--- config.mk ---
export PLATFORM = sky130hd
export DESIGN_NAME = ilo_decode
export DESIGN_NICKNAME = d
export VERILOG_FILES = /design/src/logic/ilo_pkg.sv /design/src/logic/ilo_addr_map.sv /design/src/logic/ilo_decode.sv
export SDC_FILE = /design/constraint.sdc
export NUM_CORES = 1
export LEC_CHECK = 0
export BUFFER_PORTS_ARGS = -buffer_cell sky130_fd_sc_hd__buf_2
export CAP_MARGIN = 20
export CORE_MARGIN = 4
export CORE_UTILIZATION = 57
export CTS_CLUSTER_DIAMETER = 200
export DETAILED_ROUTE_END_ITERATION = 10
export PLACE_DENSITY = 0.93
export RECOVER_POWER = 100
export REMOVE_ABC_BUFFERS = 1
export SETUP_SLACK_MARGIN = 0.3
export SKIP_CTS_REPAIR_TIMING = 1
export SYNTH_ARGS = -nofsm -noshare
export SYNTH_HDL_FRONTEND = slang
export SYNTH_SLANG_ARGS = --single-unit
--- constraint.sdc ---
create_clock -name ref_clk -period 5.2 [get_ports ref_clk]
set_input_delay 0.52 -clock ref_clk [delete_from_list [all_inputs] [get_ports ref_clk]]
set_output_delay 0.52 -clock ref_clk [all_outputs]
set_load 0.1 [all_outputs]
--- src/logic/ilo_pkg.sv ---
// ilo_pkg: constants shared by the indexed literal offset operand decoder
// assumes a 12-bit data address space with 256-byte banks
package ilo_pkg;
    localparam int          ADDR_W          = 12;
    localparam int          FADDR_W         = 8;
    localparam logic [7:0]  INDEX_LIMIT     = 8'h5F;
    localparam logic [7:0]  ACCESS_HI_BASE  = 8'h0F;
    localparam logic [11:0] FRAME_PTR_RST   = 12'h000;
    localparam logic [3:0]  BANK_RST        = 4'h0;
    localparam logic [7:0]  WREG_RST        = 8'h00;
    // flag vector positions: {neg, ovf, zero, dc, carry}
    localparam int          FLAG_C          = 0;
    localparam int          FLAG_DC         = 1;
    localparam int          FLAG_Z          = 2;
    localparam int          FLAG_OV         = 3;
    localparam int          FLAG_N          = 4;
    localparam logic [4:0]  FLAGS_RST       = 5'h00;
    // instruction class codes
    localparam logic [1:0]  CLS_NONE        = 2'h0;
    localparam logic [1:0]  CLS_BYTE        = 2'h1;
    localparam logic [1:0]  CLS_BIT         = 2'h2;
    // opcode patterns, top bits of the 16-bit word
    localparam logic [5:0]  OP_ADD_W_F      = 6'h09;
    localparam logic [3:0]  OP_BIT_SET      = 4'h8;
endpackage : ilo_pkg

--- src/logic/ilo_addr_map.sv ---
// ilo_addr_map: combinational operand address map
// assumes inputs are stable in the cycle the address is used
`timescale 1ns/1ns
`default_nettype none
module ilo_addr_map #(
    parameter int ADDR_W = 12
) (
    // control
    input  wire logic              ext_enable,
    input  wire logic              access_sel,
    // operand sources
    input  wire logic [7:0]        file_addr,
    input  wire logic [ADDR_W-1:0] frame_ptr,
    input  wire logic [3:0]        bank,
    // result
    output logic      [ADDR_W-1:0] addr,
    output logic                   indexed
);
    always_comb begin
        // [RULE3] frame relative use
        indexed = ext_enable && !access_sel && (file_addr <= ilo_pkg::INDEX_LIMIT);
        if (indexed) begin
            // [RULE6] plain sum, zero pointer gives identity
            addr = frame_ptr + {{(ADDR_W-8){1'b0}}, file_addr};
        end else if (access_sel) begin
            // [RULE2] bank selected location
            addr = {bank, file_addr};
        end else if (file_addr > ilo_pkg::ACCESS_HI_BASE + 8'h50) begin
            // [RULE4] access addresses above 5Fh map to top bank
            addr = {4'hF, file_addr};
        end else begin
            addr = {4'h0, file_addr};
        end
    end
endmodule : ilo_addr_map
`default_nettype wire

--- src/logic/ilo_decode.sv ---
// What this block does
// [RULE1] Enabling the extension also turns on indexed literal offset addressing.
// [RULE2] With the extension off, the file address is absolute in access or selected bank.
// [RULE3] With the extension on and access bit 0, an address up to 5Fh is added to the frame pointer.
// [RULE4] Addresses above 5Fh with access bit 0 keep normal access-bank decoding.
// [RULE5] The substitution applies to every byte and bit instruction with an access bit.
// [RULE6] A zero frame pointer maps 00h to 5Fh onto the original access locations.
// [RULE7] The destination bit keeps selecting working register or file in indexed mode.
// [RULE8] With the extension on, low access addresses hit frame relative locations.
// [RULE9] A configuration fuse, cleared meaning off, enables the extension.
// [RULE10] The indexed bit set sets bit b at frame pointer plus offset in one cycle.
// [RULE11] The indexed add adds W to frame pointer plus offset, sets N OV C DC Z, one cycle.
// ilo_decode: operand decode and a small byte/bit executor for the core
// assumes a single-cycle data memory with combinational read data
`timescale 1ns/1ns
`default_nettype none
module ilo_decode #(
    parameter int ADDR_W = ilo_pkg::ADDR_W
) (
    // clock and reset
    input  wire logic              ref_clk,
    input  wire logic              arst_n,
    input  wire logic              clk_en,
    // configuration
    input  wire logic              extension_enable_fuse,
    // instruction
    input  wire logic              instr_valid,
    input  wire logic [15:0]       instr_word,
    // pointer and bank writes from the core
    input  wire logic              frame_ptr_we,
    input  wire logic [ADDR_W-1:0] frame_ptr_wdata,
    input  wire logic              bank_we,
    input  wire logic [3:0]        bank_wdata,
    // data memory read
    input  wire logic [7:0]        mem_rdata,
    output logic      [ADDR_W-1:0] mem_raddr,
    // data memory write
    output logic                   mem_we,
    output logic      [ADDR_W-1:0] mem_waddr,
    output logic      [7:0]        mem_wdata,
    // state
    output logic      [7:0]        wreg,
    output logic      [4:0]        flags,
    output logic                   indexed_mode,
    output logic      [ADDR_W-1:0] stack_frame_pointer,
    output logic      [3:0]        bank_selector
);
    logic              ext_q;
    logic              fuse_s1_q;
    logic [ADDR_W-1:0] fp_q;
    logic [3:0]        bank_q;
    logic [ADDR_W-1:0] addr_c;
    logic              idx_c;
    logic [1:0]        cls_c;
    logic              is_add;
    logic              is_bset;
    logic [8:0]        sum9;
    logic [4:0]        nib5;
    logic [7:0]        sum8;

    function automatic logic [1:0] instr_class(input logic [15:0] w);
        // byte ops 0x1000-0x5FFF and 0x6000-0x6FFF, bit ops 0x7000-0xBFFF
        if (w[15:12] >= 4'h7 && w[15:12] <= 4'hB) instr_class = ilo_pkg::CLS_BIT;
        else if (w[15:12] >= 4'h1 && w[15:12] <= 4'h6) instr_class = ilo_pkg::CLS_BYTE;
        else instr_class = ilo_pkg::CLS_NONE;
    endfunction : instr_class

    // [RULE9] fuse is sampled through two stages
    always_ff @(posedge ref_clk or negedge arst_n) begin
        if (!arst_n) begin
            fuse_s1_q <= 1'b0;
            ext_q     <= 1'b0;
        end else if (clk_en) begin
            fuse_s1_q <= extension_enable_fuse;
            ext_q     <= fuse_s1_q;
        end
    end

    always_ff @(posedge ref_clk or negedge arst_n) begin
        if (!arst_n) begin
            fp_q   <= ilo_pkg::FRAME_PTR_RST;
            bank_q <= ilo_pkg::BANK_RST;
        end else if (clk_en) begin
            if (frame_ptr_we) fp_q <= frame_ptr_wdata;
            if (bank_we) bank_q <= bank_wdata;
        end
    end

    assign cls_c   = instr_class(instr_word);
    assign is_add  = instr_word[15:10] == ilo_pkg::OP_ADD_W_F;
    assign is_bset = instr_word[15:12] == ilo_pkg::OP_BIT_SET;

    // [RULE1] [RULE5] [RULE8] any class with an access bit goes through the map
    ilo_addr_map #(.ADDR_W(ADDR_W)) u_map (
        .ext_enable (ext_q && cls_c != ilo_pkg::CLS_NONE),
        .access_sel (instr_word[8]),
        .file_addr  (instr_word[7:0]),
        .frame_ptr  (fp_q),
        .bank       (bank_q),
        .addr       (addr_c),
        .indexed    (idx_c)
    );

    assign sum9 = {1'b0, wreg} + {1'b0, mem_rdata};
    assign nib5 = {1'b0, wreg[3:0]} + {1'b0, mem_rdata[3:0]};
    assign sum8 = sum9[7:0];

    always_ff @(posedge ref_clk or negedge arst_n) begin
        if (!arst_n) begin
            mem_raddr    <= '0;
            indexed_mode <= 1'b0;
        end else if (clk_en) begin
            mem_raddr    <= addr_c;
            indexed_mode <= instr_valid && idx_c;
        end
    end

    // [RULE10] [RULE11] single-cycle execute, write result the same edge
    always_ff @(posedge ref_clk or negedge arst_n) begin
        if (!arst_n) begin
            mem_we    <= 1'b0;
            mem_waddr <= '0;
            mem_wdata <= 8'h00;
            wreg      <= ilo_pkg::WREG_RST;
            flags     <= ilo_pkg::FLAGS_RST;
        end else if (clk_en) begin
            mem_we <= 1'b0;
            if (instr_valid && is_add) begin
                flags[ilo_pkg::FLAG_C]  <= sum9[8];
                flags[ilo_pkg::FLAG_DC] <= nib5[4];
                flags[ilo_pkg::FLAG_Z]  <= sum8 == 8'h00;
                flags[ilo_pkg::FLAG_OV] <= (wreg[7] == mem_rdata[7]) && (sum8[7] != wreg[7]);
                flags[ilo_pkg::FLAG_N]  <= sum8[7];
                // [RULE7] destination bit picks W or file
                if (instr_word[9]) begin
                    mem_we    <= 1'b1;
                    mem_waddr <= addr_c;
                    mem_wdata <= sum8;
                end else begin
                    wreg <= sum8;
                end
            end else if (instr_valid && is_bset) begin
                mem_we    <= 1'b1;
                mem_waddr <= addr_c;
                mem_wdata <= mem_rdata | (8'h01 << instr_word[11:9]);
            end
        end
    end

    always_ff @(posedge ref_clk or negedge arst_n) begin
        if (!arst_n) begin
            stack_frame_pointer <= ilo_pkg::FRAME_PTR_RST;
            bank_selector       <= ilo_pkg::BANK_RST;
        end else if (clk_en) begin
            stack_frame_pointer <= fp_q;
            bank_selector       <= bank_q;
        end
    end

    // [RULE3] indexed address is frame pointer plus offset
    property p_idx_addr;
        @(posedge ref_clk) disable iff (!arst_n)
        (clk_en && instr_valid && ext_q && !instr_word[8] && instr_word[7:0] <= 8'h5F
         && cls_c != ilo_pkg::CLS_NONE)
        |=> mem_raddr == $past(fp_q) + {4'h0, $past(instr_word[7:0])};
    endproperty
    a_idx_addr: assert property (p_idx_addr) else $error("indexed address wrong"); // [RULE3]

    property p_legacy_off;
        @(posedge ref_clk) disable iff (!arst_n)
        (clk_en && !ext_q) |=> !indexed_mode;
    endproperty
    a_legacy_off: assert property (p_legacy_off) else $error("indexed while disabled"); // [RULE2]

    property p_high_access;
        @(posedge ref_clk) disable iff (!arst_n)
        (clk_en && instr_valid && !instr_word[8] && instr_word[7:0] > 8'h5F)
        |=> !indexed_mode;
    endproperty
    a_high_access: assert property (p_high_access) else $error("high address indexed"); // [RULE4]

    property p_bank_sel;
        @(posedge ref_clk) disable iff (!arst_n)
        (clk_en && instr_word[8] && cls_c != ilo_pkg::CLS_NONE)
        |=> mem_raddr == {$past(bank_q), $past(instr_word[7:0])};
    endproperty
    a_bank_sel: assert property (p_bank_sel) else $error("bank address wrong"); // [RULE2]

    property p_add_dest;
        @(posedge ref_clk) disable iff (!arst_n)
        (clk_en && instr_valid && is_add) |=> mem_we == $past(instr_word[9]);
    endproperty
    a_add_dest: assert property (p_add_dest) else $error("add destination wrong"); // [RULE7]

    property p_add_sum;
        @(posedge ref_clk) disable iff (!arst_n)
        (clk_en && instr_valid && is_add && !instr_word[9])
        |=> wreg == 8'($past(wreg) + $past(mem_rdata)) && flags[ilo_pkg::FLAG_Z] == (wreg == 8'h00);
    endproperty
    a_add_sum: assert property (p_add_sum) else $error("add result wrong"); // [RULE11]

    property p_bset;
        @(posedge ref_clk) disable iff (!arst_n)
        (clk_en && instr_valid && is_bset)
        |=> mem_we && mem_wdata[$past(instr_word[11:9])] && mem_waddr == $past(addr_c)
            && (mem_wdata & $past(mem_rdata)) == $past(mem_rdata)
            && $countones(mem_wdata ^ $past(mem_rdata)) <= 1;
    endproperty
    a_bset: assert property (p_bset) else $error("bit set wrong"); // [RULE10]

    property p_fuse;
        @(posedge ref_clk) disable iff (!arst_n)
        (clk_en && !fuse_s1_q) |=> !ext_q;
    endproperty
    a_fuse: assert property (p_fuse) else $error("extension on without fuse"); // [RULE9]

    // [RULE2] absolute access bank while disabled
    property p_legacy_addr;
        @(posedge ref_clk) disable iff (!arst_n)
        (clk_en && !ext_q && !instr_word[8])
        |=> mem_raddr[7:0] == $past(instr_word[7:0])
            && mem_raddr[ADDR_W-1:8] == (($past(instr_word[7:0]) > ilo_pkg::INDEX_LIMIT) ? '1 : '0);
    endproperty
    a_legacy_addr: assert property (p_legacy_addr) else $error("access bank address wrong"); // [RULE2]
endmodule : ilo_decode
`default_nettype wire

==> impl_summary.md <==
Outcome
The flow ran to the end, but the final reports show violations. The final reports fail on capacitance limit, slew limit.

Global route
The wire length of the first global-routing pass is 16900 microns. The total global-route track usage is 0.245. The maximum number of pins on one net before global-route repair is 82. The number of global-route vias before repair came to 3497.

Summed over all layers, the global routing overflow is 0. The initial antenna violation count is 0.

Timing
The worst max-slew margin expressed relative to the limit is -0.548. The smallest setup slack after layout is 1.67 ns. The count of endpoints failing hold in the final timing report was 0. The final critical path time including I/O delays and setup is 3.53 ns. The final total negative setup slack is 0 ns. The maximum clock rate is 283 MHz.

Setup violations remaining at the end of the flow were counted as 0. Setup repair after global routing left no endpoint under its margin. At the pin with the least slew margin, the transition time is 2.32 ns. The share of the clock period used by the worst path after layout is 0.678. The final count of pins violating max slew is 52. The clock arrives with 0.00845 ns of skew.

Run
Max-cap violations in this run came to 1.

Detailed routing
The violation count after the first detailed-route iteration is 161. The number of search-and-repair iterations in the first detailed-routing pass is 4. The count of nets left with antenna violations once routing finished came out at 0. The average vias per placed instance is 5.86.

The routed design has 10200 microns of wire. The remaining routing DRC violations is 0. After detailed routing, the average wire length per cell comes to 17.3 microns. The detailed router placed 3467 vias in this run.

Cells and area
The final-layout fill cell count is 583. The fraction of layout instances using a drive strength above 1 is 0.204. At the end of the flow, the number of nets in the layout was 557. At the end of the flow the core is filled with cells to 0.708.

Relative to the synthesized area, the layout overhead comes to 18.8%. The repair_antennas step left the layout with diodes totalling 0.

Clocking
Clock-pin slew was measured on the worst setup and hold paths at 0.08 ns. The insertion delay of the later-clocked pin in the worst-skew pair is 0.35 ns. The clock net in this run drives a total of 81 sinks. The longest clock path from root to sink contains 2 buffers. The tree is rooted in a clkbuf_8. The clock tree from TritonCTS is done. The CTS H-tree depth is 3. Clock tree synthesis inserted a total of 9 buffers.

Pwr
The internal power of the cells is 0.00126 W. The net load switching power is 0.00107 W. The share of total power dissipated in combinational logic is 0.406.

The reported leakage power is 2.21 nW. Across the VDD grid, the largest voltage drop is 0.318 mV. The share of total power dissipated in the clock network is 0.254. The switching portion of total power is 0.460. Power spread over the standard cell area amounts to 478 nW/um^2. Of the total power, registers draw 0.340.

Synthesis
By area the synthesized netlist is led by dfrtp_1 (49%), mux2_2 (11%), ha_1 (4.9%). The count of synthesis-stage warnings from yosys is 0. After synthesis the netlist holds a flip-flop and latch count of 81. Yosys mapped a number of flops with a built-in enable equal to 0. The mapped netlist covers 4120 sq um.

Counting distinct cell types in the post-synthesis netlist gives 49. Of the post-synthesis cell area, the dominant cell type holds 0.492. The commonest register cell after synthesis is dfrtp_1.

Synthesis produced a netlist whose cell count is 385. The largest total area in the synthesized netlist belongs to dfrtp_1. The proportion of register bits with asynchronous set or reset after synthesis is 1.00. The proportion of synthesized chip area in sequential cells is 0.492. Counting instances in the post-synthesis netlist gives the leading cell types as dfrtp_1 (81), mux2_2 (41), o21ai_0 (34), a21oi_1 (33), nand2_1 (32). Yosys instantiated no cell more often than dfrtp_1. After synthesis, the mean cell area works out to 10.7 sq um.

Critical path
The worst flop-to-flop path startpoint is fp_q[0]. The setup check on the worst reg-to-reg path leaves a slack of 2.71 ns. The startpoint-to-endpoint class of the critical path is in -> reg.

Data on the critical path arrives at its endpoint at 3.76 ns. The logic depth of the worst register-to-register path is 9. In this run the critical register-to-register path is captured at mem_raddr[10]. For the worst setup path, the data required time is 5.43 ns. The biggest fanout along the worst timing path is 51. The critical path launch point type is an input pin. The worst setup path is captured at a register.

Placement
The worst setup slack before clock tree synthesis is 2.64 ns. The placer's final routability congestion estimate is 0.999. Input and output buffers added on the ports amount to 109. The placed wire-length estimate after detailed placement is 7380 microns.

Floorplan
The cell row count is 30. The I/O pin count is 110. The die span in y is 93.0 microns.

The area of the die is 8650 sq um. The horizontal die dimension is 93.0 microns. The effective utilization at floorplan is 0.596. The placeable core area is 6910 sq um.

Hold path
The worst hold-check path type is in -> reg. The path with the worst hold slack has its endpoint at bank_q[1]. The number of cells on the worst hold path is 2.

The worst hold path startpoint is bank_wdata[1].
cell usage in the layout (no fill, tap or decap), types with 6 or more instances in the layout:
master	synthesis	layout
clkbuf_8	0	9
ha_1	16	16
a21o_1	6	6
mux2_2	41	41
clkbuf_1	10	70
nand4_1	6	6
mux2i_1	6	6
inv_1	17	17
dfrtp_1	81	81
nand3_1	9	9
buf_2	3	41
nor2_1	21	22
a21oi_1	33	34
nand2_1	32	32
xnor2_1	7	7
o21ai_0	34	34
state kept, by name (all words and copies together) (netlist names):
signal	count
mem_we	1
fp_q	12
mem_wdata	8
indexed_mode	1
ext_q	1
mem_raddr	12
flags	5
stack_frame_pointer	12
bank_q	4
bank_selector	4
fuse_s1_q	1
mem_waddr	12
wreg	8
layout make-up:
cell class | count | area, sq um | area share
sequential | 81 | 2030 | 0.414
multi-input combinational | 271 | 1920 | 0.393
timing repair buffer | 112 | 502 | 0.103
clock inverter | 5 | 129 | 0.0263
clock buffer | 10 | 128 | 0.0261
tap | 96 | 120 | 0.0246
inverter | 17 | 63.8 | 0.0130
routing by layer:
layer / global-route usage / up-vias / routed length [microns]
met5: 0 / - / 0
met4: 0.0977 / 0 / 278
met3: 0.0603 / 28 / 911
met2: 0.400 / 168 / 4900
met1: 0.314 / 1674 / 4140
li1: - / 1597 / -
worst max-delay path: stages:
cell	delay, ns
clkbuf_1	0.21
clkbuf_1	1.70
nand2_1	0.83
mux2_2	0.50
per-stage QoR:
stage | cell area (sq um) | power (W) | instances | hold WS, ns
after global routing | 4890 | 0.00243 | 592 | 0.389
after global placement | 4720 | 0.00175 | 575 | 0.455
final | 4890 | 0.00234 | 592 | 0.396
after detailed placement | 4720 | 0.00177 | 575 | 0.466
after CTS | 4970 | 0.00237 | 590 | 0.374
after floorplan | 4040 | 0.00157 | 369 | 0.224
cell families (layout without fill, tap and decap cells):
logic type | Yosys count | count (layout) | share of synthesized area
AOI/OAI and AO/OA | 106 | 106 | 0.161
xor gates and xnor gates | 12 | 12 | 0.0255
adders and majority gates | 18 | 18 | 0.0583
buffers and inverters | 33 | 144 | 0.0337
DFF | 81 | 81 | 0.492
muxes | 47 | 47 | 0.127
and+or+nand+nor | 88 | 88 | 0.102
power by group through the flow:
stage	Clock, W	Sequential [W]	Combinational (W)
3_5_place_dp	0	0.000802	0.000968
5_1_grt	0.000629	0.000806	0.000994
2_1_floorplan	0	0.00136	0.000210
6_report	0.000593	0.000794	0.000948
4_1_cts	0.000601	0.000791	0.000973
3_3_place_gp	0	0.000796	0.000949
worst max-delay path by stage:
stage | from | end | slack, ns
final | clk_en | fp_q[3] | 1.67
after CTS | fp_q[0] | mem_raddr[10] | 2.80
after global routing | clk_en | fp_q[3] | 1.45
after detailed placement | mem_rdata[0] | mem_wdata[6] | 2.64
after floorplan | wreg[0] | mem_wdata[6] | 2.59
after global placement | instr_word[0] | mem_waddr[10] | 2.72
Note: power is estimated with default switching activity, not from simulation.
